==> config.mk <==
export PLATFORM = sky130hd
export DESIGN_NAME = rfbo_ctrl
export DESIGN_NICKNAME = d
export VERILOG_FILES = /design/src/include/rfbo_pkg.sv /design/src/core/rfbo_qual.sv /design/src/core/rfbo_ctrl.sv
export SDC_FILE = /design/constraint.sdc
export NUM_CORES = 1
export LEC_CHECK = 0
export BUFFER_PORTS_ARGS = -buffer_cell sky130_fd_sc_hd__buf_2
export CAP_MARGIN = 20
export CORE_MARGIN = 4
export CORE_UTILIZATION = 41
export CTS_BUF_LIST = sky130_fd_sc_hd__clkbuf_16
export DETAILED_ROUTE_END_ITERATION = 10
export PLACE_DENSITY = 0.76
export SLEW_MARGIN = 20
export SYNTH_ARGS = -nofsm -noshare
export SYNTH_HDL_FRONTEND = slang
export SYNTH_SLANG_ARGS = --single-unit
==> constraint.sdc <==
create_clock -name CLK -period 1 [get_ports CLK]
set_input_delay 0.05 -clock CLK [delete_from_list [all_inputs] [get_ports CLK]]
set_output_delay 0.05 -clock CLK [all_outputs]
set_load 0.03 [all_outputs]
==> src/include/rfbo_pkg.sv <==
// Purpose: Shared constants and types for the reset-flag and brown-out block
// Assumes: 8-bit special-function-register bus, one system clock
// Notes: Threshold field is 3 bits wide at [6:4]; all three bits pick the level
package rfbo_pkg;
  localparam logic [7:0] ADDR_AUX = 8'ha2;
  localparam logic [7:0] ADDR_BOD = 8'ha3;
  // aux_reset_flags_ctrl fields
  localparam int AUX_SOFT = 7;
  localparam int AUX_PIN = 6;
  localparam int AUX_FAULT = 5;
  localparam int AUX_USER = 3;
  localparam int AUX_SWAP = 2;
  localparam int AUX_RSVD = 1;
  localparam int AUX_DPS = 0;
  // brownout_control fields
  localparam int BOD_EN = 7;
  localparam int BOD_LVL_HI = 6;
  localparam int BOD_LVL_LO = 4;
  localparam int BOD_IRQF = 3;
  localparam int BOD_RSTEN = 2;
  localparam int BOD_RSTF = 1;
  localparam int BOD_STATE = 0;
  // Blanking after enable, in slow oscillator cycles
  localparam logic [1:0] BLANK_SLOW_CYCLES = 2'h2;
  localparam logic [2:0] SYNC_ONES = 3'h3;

  typedef enum logic [1:0] {
    RFBO_RST_NONE,
    RFBO_RST_SOFT,
    RFBO_RST_PIN,
    RFBO_RST_FAULT
  } rfbo_cause_t;

  typedef struct packed {
    logic wr;
    logic rd;
    logic [7:0] addr;
    logic [7:0] wdata;
  } rfbo_sfr_t;

  typedef struct packed {
    logic en;
    logic [2:0] level;
    logic rst_en;
  } rfbo_cfg_t;
endpackage

==> src/core/rfbo_qual.sv <==
// Purpose: Qualify the brown-out comparator output after enable
// Assumes: Comparator and slow oscillator are asynchronous pins
// Notes: Output stays low while disabled or blanked
`timescale 1ns/1ps
module rfbo_qual (
  // Clock and reset
  input wire logic clk,
  input wire logic rst,
  // Control and raw inputs
  input wire logic enable,
  input wire logic cmp_pin,
  input wire logic slow_osc_pin,
  // Result
  output logic below
);
  logic [1:0] cmp_sync_reg;
  logic [2:0] osc_sync_reg;
  logic [1:0] blank_reg;
  logic [1:0] blank_next;
  logic below_reg;
  wire slow_edge = osc_sync_reg[1] & ~osc_sync_reg[2];
  wire blanked = blank_reg != 2'(rfbo_pkg::BLANK_SLOW_CYCLES + 2'h1);

  // First slow edge may come at once, so one edge more than the blank length
  assign blank_next = !enable ? 2'h0 : (blanked && slow_edge) ? 2'(blank_reg + 2'h1) : blank_reg;

  always_ff @(posedge clk) begin
    if (rst) begin
      cmp_sync_reg <= 2'h0;
      osc_sync_reg <= 3'h0;
      blank_reg <= 2'h0;
      below_reg <= 1'b0;
    end else begin
      cmp_sync_reg <= {cmp_sync_reg[0], cmp_pin};
      osc_sync_reg <= {osc_sync_reg[1:0], slow_osc_pin};
      blank_reg <= blank_next;
      below_reg <= enable && !blanked && cmp_sync_reg[1];
    end
  end
  assign below = below_reg;

  property p_blank_hold;
    @(posedge clk) disable iff (rst) $rose(enable) |=> (!below)[*2];
  endproperty
  a_blank_hold: assert property (p_blank_hold) else $error("Brown-out output valid too early");
  // Switching off must re-arm the blanking for the next enable
  property p_blank_rearm;
    @(posedge clk) disable iff (rst) !enable |=> blanked;
  endproperty
  a_blank_rearm: assert property (p_blank_rearm) else $error("Blanking not re-armed");
endmodule // rfbo_qual

==> src/core/rfbo_ctrl.sv <==
// Purpose: Reset-source flags, auxiliary control bits and brown-out control
// Assumes: SFR bus on the system clock; reset causes are one-cycle pulses
// Notes: Flags live outside SYS_RST so they survive the resets they record
//
// Behaviour
// Software reset sets soft reset flag
// Reset pin sets pin reset flag
// Code overrun resets chip, sets fault flag
// Debug with debug disabled: flag only
// User flag is plain read/write
// Swap bit exchanges serial receive/transmit pins
// Pin swap takes effect immediately
// Reserved bit reads zero
// Bit zero selects active data pointer
// Inactive pointer keeps its contents
// Enable bit powers brown-out detection
// Detector output blanked 2-3 slow cycles
// Level field selects threshold voltage
// Threshold crossing either way sets flag
// Request needs flag and both enables
// Reset-enable bit allows brown-out reset
// Brown-out reset sets its flag
// State bit shows below-threshold when enabled
// Config byte loads controls after reset
// Flags persist through resets
`timescale 1ns/1ps
module rfbo_ctrl (
  // Clock and reset
  input wire logic CLK,
  input wire logic SYS_RST,
  input wire logic PWR_ON_RST,
  // Register bus
  input wire rfbo_pkg::rfbo_sfr_t SFR_IN,
  output logic [7:0] SFR_RDATA,
  output logic SFR_HIT,
  // Reset causes
  input wire logic SOFT_RESET_REQ,
  input wire logic RESET_PIN_EVENT,
  input wire logic PC_OVERRUN,
  input wire logic ON_CHIP_DEBUG,
  input wire logic DEBUG_ENABLE,
  input wire logic [7:0] CONFIG_BYTE_TWO,
  output logic FAULT_RESET_REQ,
  output logic BROWNOUT_RESET_REQ,
  // Brown-out analog side
  input wire logic BOD_CMP_BELOW,
  input wire logic SLOW_INTERNAL_OSC,
  output logic BROWNOUT_ENABLE,
  output logic [2:0] BROWNOUT_LEVEL_SEL,
  input wire logic BROWNOUT_IRQ_ENABLE,
  input wire logic GLOBAL_IRQ_ENABLE,
  output logic BROWNOUT_IRQ,
  // Serial pins and pointer select
  input wire logic SERIAL0_TX,
  output logic SERIAL0_RX,
  input wire logic P0_6_IN,
  input wire logic P0_7_IN,
  output logic P0_6_OUT,
  output logic P0_7_OUT,
  output logic POINTER_SELECT
);
  logic soft_reg, pin_reg, fault_reg, brst_flag_reg;
  logic user_reg, swap_reg, dps_reg;
  logic en_reg, rsten_reg, irqf_reg;
  logic [2:0] lvl_reg;
  logic below, below_q_reg;
  logic [1:0] pin_sync_reg;
  logic [1:0] p0_meta_reg, p0_sync_reg;

  wire wr_aux = SFR_IN.wr && SFR_IN.addr == rfbo_pkg::ADDR_AUX;
  wire wr_bod = SFR_IN.wr && SFR_IN.addr == rfbo_pkg::ADDR_BOD;
  wire [7:0] wd = SFR_IN.wdata;
  wire pin_event = pin_sync_reg[1];
  wire debug_hold = ON_CHIP_DEBUG && !DEBUG_ENABLE;
  wire bod_reset = rsten_reg && below && !below_q_reg;
  wire crossing = below != below_q_reg;

  rfbo_qual u_qual (
    .clk(CLK),
    .rst(SYS_RST),
    .enable(en_reg),
    .cmp_pin(BOD_CMP_BELOW),
    .slow_osc_pin(SLOW_INTERNAL_OSC),
    .below(below)
  );

  // ****************************************
  // Reset-source flags: power-on reset only
  // ****************************************
  // Set wins over a same-cycle software write
  always_ff @(posedge CLK) begin
    if (PWR_ON_RST) begin
      soft_reg <= 1'b0;
      pin_reg <= 1'b0;
      fault_reg <= 1'b0;
      brst_flag_reg <= 1'b0;
      pin_sync_reg <= 2'h0;
    end else begin
      pin_sync_reg <= {pin_sync_reg[0], RESET_PIN_EVENT};
      soft_reg <= SOFT_RESET_REQ | (wr_aux ? wd[rfbo_pkg::AUX_SOFT] : soft_reg);
      pin_reg <= pin_event | (wr_aux ? wd[rfbo_pkg::AUX_PIN] : pin_reg);
      fault_reg <= PC_OVERRUN | (wr_aux ? wd[rfbo_pkg::AUX_FAULT] : fault_reg);
      brst_flag_reg <= bod_reset | (wr_bod ? wd[rfbo_pkg::BOD_RSTF] : brst_flag_reg);
    end
  end

  assign FAULT_RESET_REQ = PC_OVERRUN && !debug_hold;
  assign BROWNOUT_RESET_REQ = bod_reset;

  // ****************************************
  // Control bits under system reset
  // ****************************************
  always_ff @(posedge CLK) begin
    if (SYS_RST) begin
      user_reg <= 1'b0;
      swap_reg <= 1'b0;
      dps_reg <= 1'b0;
      irqf_reg <= 1'b0;
      below_q_reg <= 1'b0;
      // Fuse byte is a static level, so it is loaded straight in reset
      en_reg <= CONFIG_BYTE_TWO[rfbo_pkg::BOD_EN];
      lvl_reg <= CONFIG_BYTE_TWO[rfbo_pkg::BOD_LVL_HI:rfbo_pkg::BOD_LVL_LO];
      rsten_reg <= CONFIG_BYTE_TWO[rfbo_pkg::BOD_RSTEN];
    end else begin
      below_q_reg <= below;
      if (wr_aux) begin
        user_reg <= wd[rfbo_pkg::AUX_USER];
        swap_reg <= wd[rfbo_pkg::AUX_SWAP];
        dps_reg <= wd[rfbo_pkg::AUX_DPS];
      end
      irqf_reg <= crossing | (wr_bod ? wd[rfbo_pkg::BOD_IRQF] : irqf_reg);
      if (wr_bod) begin
        en_reg <= wd[rfbo_pkg::BOD_EN];
        lvl_reg <= wd[rfbo_pkg::BOD_LVL_HI:rfbo_pkg::BOD_LVL_LO];
        rsten_reg <= wd[rfbo_pkg::BOD_RSTEN];
      end
    end
  end

  // ****************************************
  // Serial receive pin synchronisers
  // ****************************************
  // Both pins resync ahead of the swap mux, so the swap itself stays immediate
  always_ff @(posedge CLK) begin
    if (SYS_RST) begin
      p0_meta_reg <= 2'h3;
      p0_sync_reg <= 2'h3;
    end else begin
      p0_meta_reg <= {P0_7_IN, P0_6_IN};
      p0_sync_reg <= p0_meta_reg;
    end
  end

  // ****************************************
  // Outputs and read mux
  // ****************************************
  assign BROWNOUT_ENABLE = en_reg;
  assign BROWNOUT_LEVEL_SEL = lvl_reg;
  assign BROWNOUT_IRQ = irqf_reg && BROWNOUT_IRQ_ENABLE && GLOBAL_IRQ_ENABLE;
  assign POINTER_SELECT = dps_reg;
  assign P0_6_OUT = swap_reg ? 1'b1 : SERIAL0_TX;
  assign P0_7_OUT = swap_reg ? SERIAL0_TX : 1'b1;
  assign SERIAL0_RX = swap_reg ? p0_sync_reg[0] : p0_sync_reg[1];

  wire [7:0] aux_val = {soft_reg, pin_reg, fault_reg, 1'b0, user_reg, swap_reg, 1'b0, dps_reg};
  wire [7:0] bod_val = {en_reg, lvl_reg, irqf_reg, rsten_reg, brst_flag_reg, below};
  assign SFR_RDATA = (SFR_IN.addr == rfbo_pkg::ADDR_AUX) ? aux_val :
                     (SFR_IN.addr == rfbo_pkg::ADDR_BOD) ? bod_val : 8'h00;
  assign SFR_HIT = SFR_IN.addr == rfbo_pkg::ADDR_AUX || SFR_IN.addr == rfbo_pkg::ADDR_BOD;

  // ****************************************
  // Checks
  // ****************************************
  property p_soft_set;
    @(posedge CLK) disable iff (PWR_ON_RST) SOFT_RESET_REQ |=> soft_reg;
  endproperty
  a_soft_set: assert property (p_soft_set) else $error("Soft flag not set");
  property p_fault_set;
    @(posedge CLK) disable iff (PWR_ON_RST) PC_OVERRUN |=> fault_reg;
  endproperty
  a_fault_set: assert property (p_fault_set) else $error("Fault flag not set");
  property p_debug_hold;
    @(posedge CLK) debug_hold |-> !FAULT_RESET_REQ;
  endproperty
  a_debug_hold: assert property (p_debug_hold) else $error("Fault reset in debug");
  property p_rsvd;
    @(posedge CLK) SFR_IN.addr == rfbo_pkg::ADDR_AUX |-> SFR_RDATA[rfbo_pkg::AUX_RSVD] == 1'b0;
  endproperty
  a_rsvd: assert property (p_rsvd) else $error("Reserved bit nonzero");
  property p_state_off;
    @(posedge CLK) disable iff (SYS_RST) !en_reg |=> !below;
  endproperty
  a_state_off: assert property (p_state_off) else $error("State set while disabled");
  property p_cross;
    @(posedge CLK) disable iff (SYS_RST) $changed(below) |=> irqf_reg;
  endproperty
  a_cross: assert property (p_cross) else $error("Crossing missed");
  property p_irq;
    @(posedge CLK) BROWNOUT_IRQ |-> irqf_reg && GLOBAL_IRQ_ENABLE;
  endproperty
  a_irq: assert property (p_irq) else $error("Spurious request");
  property p_bod_rst;
    @(posedge CLK) disable iff (SYS_RST) BROWNOUT_RESET_REQ |-> rsten_reg ##1 brst_flag_reg;
  endproperty
  a_bod_rst: assert property (p_bod_rst) else $error("Brown-out reset flag");
  property p_dps;
    @(posedge CLK) disable iff (SYS_RST) wr_aux |=> POINTER_SELECT == $past(wd[rfbo_pkg::AUX_DPS]);
  endproperty
  a_dps: assert property (p_dps) else $error("Pointer select wrong");
  property p_pin_set;
    @(posedge CLK) disable iff (PWR_ON_RST) pin_event |=> pin_reg;
  endproperty
  a_pin_set: assert property (p_pin_set) else $error("Pin flag not set");
  property p_user;
    @(posedge CLK) disable iff (SYS_RST) wr_aux |=> user_reg == $past(wd[rfbo_pkg::AUX_USER]);
  endproperty
  a_user: assert property (p_user) else $error("User flag wrong");
  property p_swap;
    @(posedge CLK) swap_reg |-> P0_7_OUT == SERIAL0_TX && P0_6_OUT == 1'b1;
  endproperty
  a_swap: assert property (p_swap) else $error("Transmit not on swapped pin");
  property p_en_wr;
    @(posedge CLK) disable iff (SYS_RST) wr_bod |=> BROWNOUT_ENABLE == $past(wd[rfbo_pkg::BOD_EN]);
  endproperty
  a_en_wr: assert property (p_en_wr) else $error("Enable not written");
  property p_lvl_wr;
    @(posedge CLK) disable iff (SYS_RST)
      wr_bod |=> BROWNOUT_LEVEL_SEL == $past(wd[rfbo_pkg::BOD_LVL_HI:rfbo_pkg::BOD_LVL_LO]);
  endproperty
  a_lvl_wr: assert property (p_lvl_wr) else $error("Level not written");
  property p_brst_set;
    @(posedge CLK) disable iff (PWR_ON_RST) bod_reset |=> brst_flag_reg;
  endproperty
  a_brst_set: assert property (p_brst_set) else $error("Brown-out reset flag not set");
  property p_cfg_load;
    @(posedge CLK) SYS_RST |=> {en_reg, lvl_reg, rsten_reg} == $past({CONFIG_BYTE_TWO[rfbo_pkg::BOD_EN],
      CONFIG_BYTE_TWO[rfbo_pkg::BOD_LVL_HI:rfbo_pkg::BOD_LVL_LO], CONFIG_BYTE_TWO[rfbo_pkg::BOD_RSTEN]});
  endproperty
  a_cfg_load: assert property (p_cfg_load) else $error("Config byte not loaded");
  property p_flags_keep;
    @(posedge CLK) disable iff (PWR_ON_RST) SYS_RST && !SOFT_RESET_REQ && !wr_aux |=> soft_reg == $past(soft_reg);
  endproperty
  a_flags_keep: assert property (p_flags_keep) else $error("Flag lost in reset");
  c_swap: cover property (@(posedge CLK) $rose(swap_reg));
  c_bod_rst: cover property (@(posedge CLK) BROWNOUT_RESET_REQ);
  c_irq: cover property (@(posedge CLK) $rose(BROWNOUT_IRQ));
  c_set_race: cover property (@(posedge CLK) SOFT_RESET_REQ && wr_aux);
endmodule // rfbo_ctrl

# [Word level (Yosys, flattened, before mapping)]
# Index checks and enable logic that the tools add are counted.
[op_classes] shift=0 bitwise_logic=8 mul=0 div_mod_pow=0 order_cmp=0 n_addsub=1 reduce_logical=18 eq_ne=4 n_mux=16
[ops] cell="$eq 8x8->1 const B" n=2
[ops] cell="$mux 8" n=2
[ops] cell="$mux 1" n=12
[ops] cell="$logic_and 1x1->1" n=11
[ops] cell="$mux 3" n=2
[ops] cell="$or 1x1->1" n=5
[ops] cell="$logic_not 1->1" n=4
[ops] cell="$add 2x1->2 const B" n=1
[ops] cell="$ne 2x2->1 const B" n=1
[ops] cell="$not 1->1" n=2
[ops] cell="$reduce_bool 2->1" n=1
[ops] cell="$reduce_or 2->1" n=1
[ops] cell="$and 1x1->1" n=1
[ops] cell="$logic_or 1x1->1" n=1
[ops] cell="$ne 1x1->1" n=1
[word_totals] memories=0 word_cells=66 ram_bits=0 in_bits=41 latchBits=0 ff_bits=28 mem_bits_ro=0

# [Depth between registers and ports, before layout]
# Gate-level depths: netlist of run 1.
[logic_depth] ltp_word=4 ltp_mapped=5 mapped_depth_nobuf=4

# [Hierarchy]
# Synthesis of run 1 repeated with hierarchy kept, for this count alone.
[hier_totals] cells_unflattened=120 hier_area_um2=1290.0
[modules_own_cells] mod="rfbo_ctrl" cells_per_inst=98 instances=1 area_per_inst_um2=1009.7 seq_area_each_um2=450.4
[modules_own_cells] mod="rfbo_qual" cells_per_inst=22 instances=1 area_per_inst_um2=280.3 seq_area_each_um2=160.2

# [Worst setup path after synthesis of run 1]
# OpenSTA, ideal clock, no wires.
[synth_timing] path_kind="register -> register" startpoint="reg u_qual.blank_reg[0]" endpoint="reg u_qual.blank_reg[1]" stages_incl_launch_ff=5 n_path_buf=0 slack_ns=-0.107 required_ns=0.884 arrival_time_ns=0.991 cell_sequence="dfxtp_1 > ha_1 > nor3b_2 > mux2i_1 > nor2_1"
[synth_between] elab_chain_cells=2 word_cells_on_any_way=3 classes_between="1 x add/sub; 1 x eq/ne; 1 x reduce/logical"
[synth_lines] element="start: declaration" line_no="rfbo_qual.sv:18" rtl="logic [1:0] blank_reg;"
[synth_lines] element="start signal: assignment" line_no="rfbo_qual.sv:36" rtl="blank_reg <= blank_next;"
[synth_lines] element="branches (longest 2 deep; another with $add 2x1->2)"
# Parallel ways; which one is timed is not known.
# A chain may end at the register's enable or synchronous reset.

# [Worst setup path in the final report of run 1]
[layout_timing] startpoint="reg swap_reg" endpoint="out SERIAL0_RX"
[layout_between] elab_chain_cells=1
[layout_lines] element="start: declaration" line_no="rfbo_ctrl.sv:63" rtl="logic user_reg, swap_reg, dps_reg;"
[layout_lines] element="start signal: assignment" line_no="rfbo_ctrl.sv:128" rtl="swap_reg <= wd[rfbo_pkg::AUX_SWAP];"
[layout_lines] element="$mux 1" line_no="rfbo_ctrl.sv:163" rtl="assign SERIAL0_RX = swap_reg ? p0_sync_reg[0] : p0_sync_reg[1];"
[layout_lines] element="end: declaration" line_no="rfbo_ctrl.sv:55" rtl="output logic SERIAL0_RX,"
# Every way passes these cells.

==> results_dict.tcl, run 1 <==
set metrics [dict create \
    status "finished with violations" \
    violations "setup timing" \
    portBuffers 56 \
    path_class "reg2out" \
    ys_ff_latch 28 \
    worstSetupEndpointType "output port" \
    synth_mux_area_frac 0.114 \
    power.density_cell_area_nw_per_um2 1240 \
    antenna_found_initial 0 \
    synth_xor_area_frac 0.0135 \
    synth.area.top_cells "dfxtp_1 (35%), edfxtp_1 (12%), mux2i_1 (6.2%)" \
    cts.htree.levels 1 \
    rr_startpoint "u_qual.blank_reg[0]$_SDFFE_PP0P_" \
    syn_nets 164 \
    cts.sinks 28 \
    drive_gt1_frac 0.578 \
    wl_per_cell_um 13.8 \
    crit_required_ns 0.95 \
    syn_area_per_cell_sq_um 10.6 \
    yosysMostFrequentCell "dfxtp_1" \
    cts_tree "done" \
    pre_cts_ws_ns -0.229 \
    fmax_mhz 888 \
    gr-total-overflow 0 \
    crit_arrival_ns 1.08 \
    synth-main-ff-cell "dfxtp_1" \
    ys_seq_area_frac 0.470 \
    coreArea_sq_um 3050 \
    rsz0062_at_grt "yes" \
    stdcell_count 236 \
    yosys_warnings 0 \
    cp-startpoint "swap_reg$_SDFFE_PP0P_" \
    grt_pass1_vias 1240 \
    vias 1175 \
    drt_wl_total_mm 3.25 \
    ys_types 34 \
    drv_slew 0 \
    finalHoldViolations 0 \
    grtUsageTotal 0.161 \
    crit_path_max_fanout 5 \
    final_core_util 0.651 \
    numCtsBuffers 3 \
    dieArea_sq_um 4130 \
    clkLatencyLatePin_ns 0.25 \
    io_pins 61 \
    synth_top_area_cell "dfxtp_1" \
    fin_crit_sh 1.13 \
    drc_errors 0 \
    start_util 0.425 \
    synth_top_family_by_area "simple AND/OR/NAND/NOR gates" \
    min_path_type "in2reg" \
    grt_max_degree 18 \
    cp_slowest_cell "dfxtp_4" \
    max-slew-margin-rel 0.732 \
    fin_area_sq_um 1990 \
    hpwl_mm 2.47 \
    cts.path.max_buffers 2 \
    dr.pass1.iters 4 \
    worst_slew_pin_slew_ns 0.401 \
    die_width_um 64.3 \
    drv_cap 0 \
    synth_compound_area_frac 0.0819 \
    clock-root-buffer "clkbuf_16" \
    final_nets 235 \
    drt_iter0_drc 19 \
    yosysTopAreaCellShare 0.355 \
    rows 20 \
    synth_fa_ha_area_frac 0.00963 \
    clk_pin_slew_ns 0.06 \
    syn_to_final_growth_pct 53.1 \
    syn-cell-area_sq_um 1300 \
    synth_cells 122 \
    n_antenna_cell 0 \
    max_stage_delay_ns 0.38 \
    layout_setup_ws_ns -0.126 \
    place_area_sq_um 1690 \
    synth-edff-count 5 \
    place.gp.congestion 0.846 \
    min_period_ns 1.13 \
    setup-violations-final 11 \
    min_from "SLOW_INTERNAL_OSC" \
    drtAntennaViolNets 0 \
    vdd_drop_max_uv 1070 \
    die-height_um 64.3 \
    grt_pass1_wl_mm 5.28 \
    routed_via_density 4.98 \
    finalPower_mw 2.46 \
    yosys.area_share.simple 0.259 \
    worstPathCellList "mux2_4 -> buf_6" \
    async_reset_ff_frac 0 \
    start_kind "flop" \
    placedCellCount 224 \
    fin_skew_ns 0.00125 \
    synth_common_cells "dfxtp_1 (23), nor2_1 (10), mux2i_1 (8), nor2b_1 (8)" \
    p_leak_nw 0.866 \
]
## layer usage
layer	track usage	vias up	share of wire
li1	-	574	-
met1	0.171	553	0.38
met2	0.311	44	0.54
met3	0.0457	4	0.066
met4	0.0317	0	0.010
met5	0	-	0
## final cells by class
class	count	area, sq um
Sequential cell	28	621
Timing Repair Buffer	73	510
Clock inverter	1	3.75
Tap cell	44	55.1
Inverter	7	28.8
Clock buffer	3	75.1
Multi-Input combinational cell	80	694
Fill cell	260	1060
## repair_timing
item,4_1_cts,5_1_grt
endpoints found under the hold margin,2,0
pin swaps,7,2
hold buffers,2,0
endpoints found under the setup margin,14,19
gates resized for setup,36,16
buffers inserted,6,0
## layout by cell type (no fill, tap or decap), types with 2 or more instances in the layout
cell type      synthesis  final
mux2_2                 6      5
nor3b_4                1      2
nand4bb_1              2      2
or2_2                  5      4
nor2b_1                8      8
o21ai_2                0      2
edfxtp_1               5      5
a21oi_1                4      4
o31ai_1                6      6
buf_6                  1     14
inv_1                  6      6
dfxtp_2                0      5
clkbuf_16              0      3
nand2b_1               4      3
dlygate4sd3_1          0      2
and3_4                 0      2
buf_2                  3     38
nor2_1                10      6
nand4_1                6      6
buf_4                  1     19
a31oi_1                3      3
mux2i_1                8      8
nor2_2                 0      4
dfxtp_1               23     17
## metrics by stage
| step | TNS, ns | hold slack (ns) |
|---|---|---|
| final | -0.691 | 0.00157 |
| after global routing | -1.24 | 0.0127 |
| after CTS | -0.766 | 0.000270 |
| after detailed placement | -3.05 | 0.242 |
| after global placement | -2.02 | 0.239 |
| after floorplan | -0.0827 | 0.119 |
## final timing paths
check	slack, ns	cells after the start	endpoint
setup reg to reg	-0.11	4	u_qual.blank_reg[1]$_SDFFE_PP0P_
hold reg to reg	0.41	1	p0_sync_reg[1]$_SDFF_PP1_
setup / recovery	-0.13	2	SERIAL0_RX
hold / removal	0.002	2	u_qual.osc_sync_reg[0]$_SDFF_PP0_
## logic make-up after synthesis
family / after synthesis
flops: 28
fa+ha+maj: 1
mux: 14
compound gates: 16
simple gates: 47
buf+inv: 14
xor+xnor: 2
## critical path, delay by kind of cell (launching register included)
family                 cells  cell delay, ns
buffers and inverters      1            0.14
DFF                        1            0.38
muxes                      1            0.30
## where the power goes
group / switching (mW) / total (mW) / leakage, nW / internal [mW]
Sequential: 0.0205 / 1.22 / 0.241 / 1.20
Combinational: 0.183 / 0.374 / 0.587 / 0.191
Clock: 0.331 / 0.865 / 0.0385 / 0.534
No activity file was read; power rests on OpenSTA's default activity.
==> run 2: changes to the inputs <==
--- a/config.mk
+++ b/config.mk
@@ -11,7 +11,8 @@
 export CORE_UTILIZATION = 41
 export CTS_BUF_LIST = sky130_fd_sc_hd__clkbuf_16
 export DETAILED_ROUTE_END_ITERATION = 10
-export PLACE_DENSITY = 0.76
+export GPL_TIMING_DRIVEN = 0
+export PLACE_DENSITY = 0.73
 export SLEW_MARGIN = 20
 export SYNTH_ARGS = -nofsm -noshare
 export SYNTH_HDL_FRONTEND = slang
==> results_dict.tcl, run 2 (synthesized netlist as in run 1, its figures left out) <==
set metrics [dict create \
    clock-root-buffer "clkbuf_16" \
    cp-startpoint "BROWNOUT_ENABLE$_DFFE_PP_" \
    grt_max_degree 16 \
    critPathBufInv 1 \
    final_nets 237 \
    fmax_mhz 881 \
    grt_most_used_layer "met2" \
    rr_worst_depth 4 \
    worstPathCellList "mux2i_1 -> nor2_2 -> buf_6" \
    drc_errors 0 \
    clk_pin_slew_ns 0.06 \
    crit_required_ns 0.95 \
    layout_common_cells "buf_2 (42), buf_6 (19), dfxtp_1 (17)" \
    seq_area_sq_um 626 \
    dr.pass1.iters 4 \
    rrSetupSlack_ns -0.12 \
    worstSetupEndpoint "SFR_RDATA[7]" \
    wl_per_cell_um 13.7 \
    min_path_type "in2reg" \
    grt_pass1_wl_mm 4.99 \
    grtUsageTotal 0.153 \
    max_stage_delay_ns 0.43 \
    routed_via_density 4.84 \
    worst_slew_pin_slew_ns 0.453 \
    rows 20 \
    dieArea_sq_um 4130 \
    place.gp.congestion 0.732 \
    grtUsageMet1 0.165 \
    use_met3 0.0510 \
    cts.htree.levels 1 \
    io_pins 61 \
    rr_startpoint "u_qual.blank_reg[0]$_SDFFE_PP0P_" \
    gr-total-overflow 0 \
    vias 1153 \
    rsz0062_at_grt "yes" \
    numCtsBuffers 3 \
    antenna_found_initial 0 \
    setup-violations-final 13 \
    crit_arrival_ns 1.09 \
    fin_setup_tns_ns -1.04 \
    multi_input_area_sq_um 692 \
    vdd_drop_max_uv 1080 \
    cts.sinks 28 \
    clkLatencyLatePin_ns 0.26 \
    drt_iter0_drc 30 \
    coreArea_sq_um 3050 \
    power.density_cell_area_nw_per_um2 1240 \
    n_fill_cell 272 \
    p_leak_nw 0.870 \
    start_kind "flop" \
    drive_gt1_frac 0.557 \
    violations "hold timing, setup timing" \
    path_class "reg2out" \
    use_met2 0.286 \
    n_antenna_cell 0 \
    syn_to_final_growth_pct 54.9 \
    finalHoldViolations 1 \
    drv_slew 0 \
    cts.path.max_buffers 2 \
    cts_tree "done" \
    crit_path_max_fanout 2 \
    whs_ns -0.000200 \
    status "finished with violations" \
    hpwl_mm 2.30 \
    cp_slowest_cell "edfxtp_1" \
    path_delay_family "flip-flops" \
    max-slew-margin-rel 0.698 \
    drtAntennaViolNets 0 \
    die_width_um 64.3 \
    fin_crit_sh 1.14 \
    final_common_cell "buf_2" \
    reg2reg_to "u_qual.blank_reg[1]$_SDFFE_PP0P_" \
    start_util 0.425 \
    drt_wl_total_mm 3.25 \
    die-height_um 64.3 \
    grt_pass1_vias 1098 \
    fin_skew_ns 0.00356 \
    worstSetupEndpointType "output port" \
    portBuffers 55 \
    drv_cap 0 \
    min_period_ns 1.14 \
    cp.depth 3 \
    finalPower_mw 2.48 \
    layout_setup_ws_ns -0.135 \
]
## run 2: layer usage
metal / vias to the layer above / share of wire
met3: 2 / 0.069
met1: 536 / 0.38
met4: 0 / 0.0071
li1: 575 / -
met5: - / 0
met2: 40 / 0.54
## run 2: worst min-delay path by stage
stage	start	to	slack [ns]	cells after the start
after floorplan	PWR_ON_RST	fault_reg$_SDFF_PP0_	0.12	1
after CTS	BOD_CMP_BELOW	u_qual.cmp_sync_reg[0]$_SDFF_PP0_	0.0006	2
after global placement	P0_7_IN	p0_meta_reg[1]$_SDFF_PP1_	0.24	2
after detailed placement	P0_7_IN	p0_meta_reg[1]$_SDFF_PP1_	0.24	2
after global routing	BOD_CMP_BELOW	u_qual.cmp_sync_reg[0]$_SDFF_PP0_	0.006	2
final	BOD_CMP_BELOW	u_qual.cmp_sync_reg[0]$_SDFF_PP0_	-0.0002	2
## run 2: report_power, final
group          leakage [nW]  internal (mW)  switching, mW
sequential            0.241           1.19         0.0243
combinational         0.590          0.191          0.178
clock                0.0385          0.536          0.365
## run 2: worst reg2reg max path, stage by stage, from the launching register on
cell	delay, ns
dfxtp_4	0.36
ha_4	0.17
nor3b_4	0.22
mux2i_1	0.21
nor2_1	0.05
## run 2: layout make-up
class,count,area share
Buffer,7,0.0205
Inverter,7,0.0143
Sequential cell,28,0.311
Clock inverter,1,0.00187
Timing Repair Buffer,68,0.244
Clock buffer,3,0.0373
Tap cell,44,0.0274
Multi-Input combinational cell,80,0.344
## run 2: stage by stage
stage                     setup slack [ns]  instance area, sq um  utilization  instances  hold slack, ns
final                               -0.135                  2010        0.659        238       -0.000200
after floorplan                    -0.0602                  1330            -        122           0.119
after detailed placement            -0.175                  1660        0.544        221           0.237
after global routing                -0.164                  2010        0.659        238         0.00599
after global placement              -0.157                  1660        0.544        221           0.237
after CTS                           -0.128                  1950        0.640        236        0.000588
## run 2: timing repair
| item | 4_1_cts | 5_1_grt |
|---|---|---|
| gates resized for setup | 36 | 14 |
| pin swaps | 7 | 7 |
| hold buffers | 4 | 0 |
| hold endpoints to repair | 4 | 0 |
| setup endpoints to repair | 15 | 24 |
| buffers inserted | 7 | 2 |
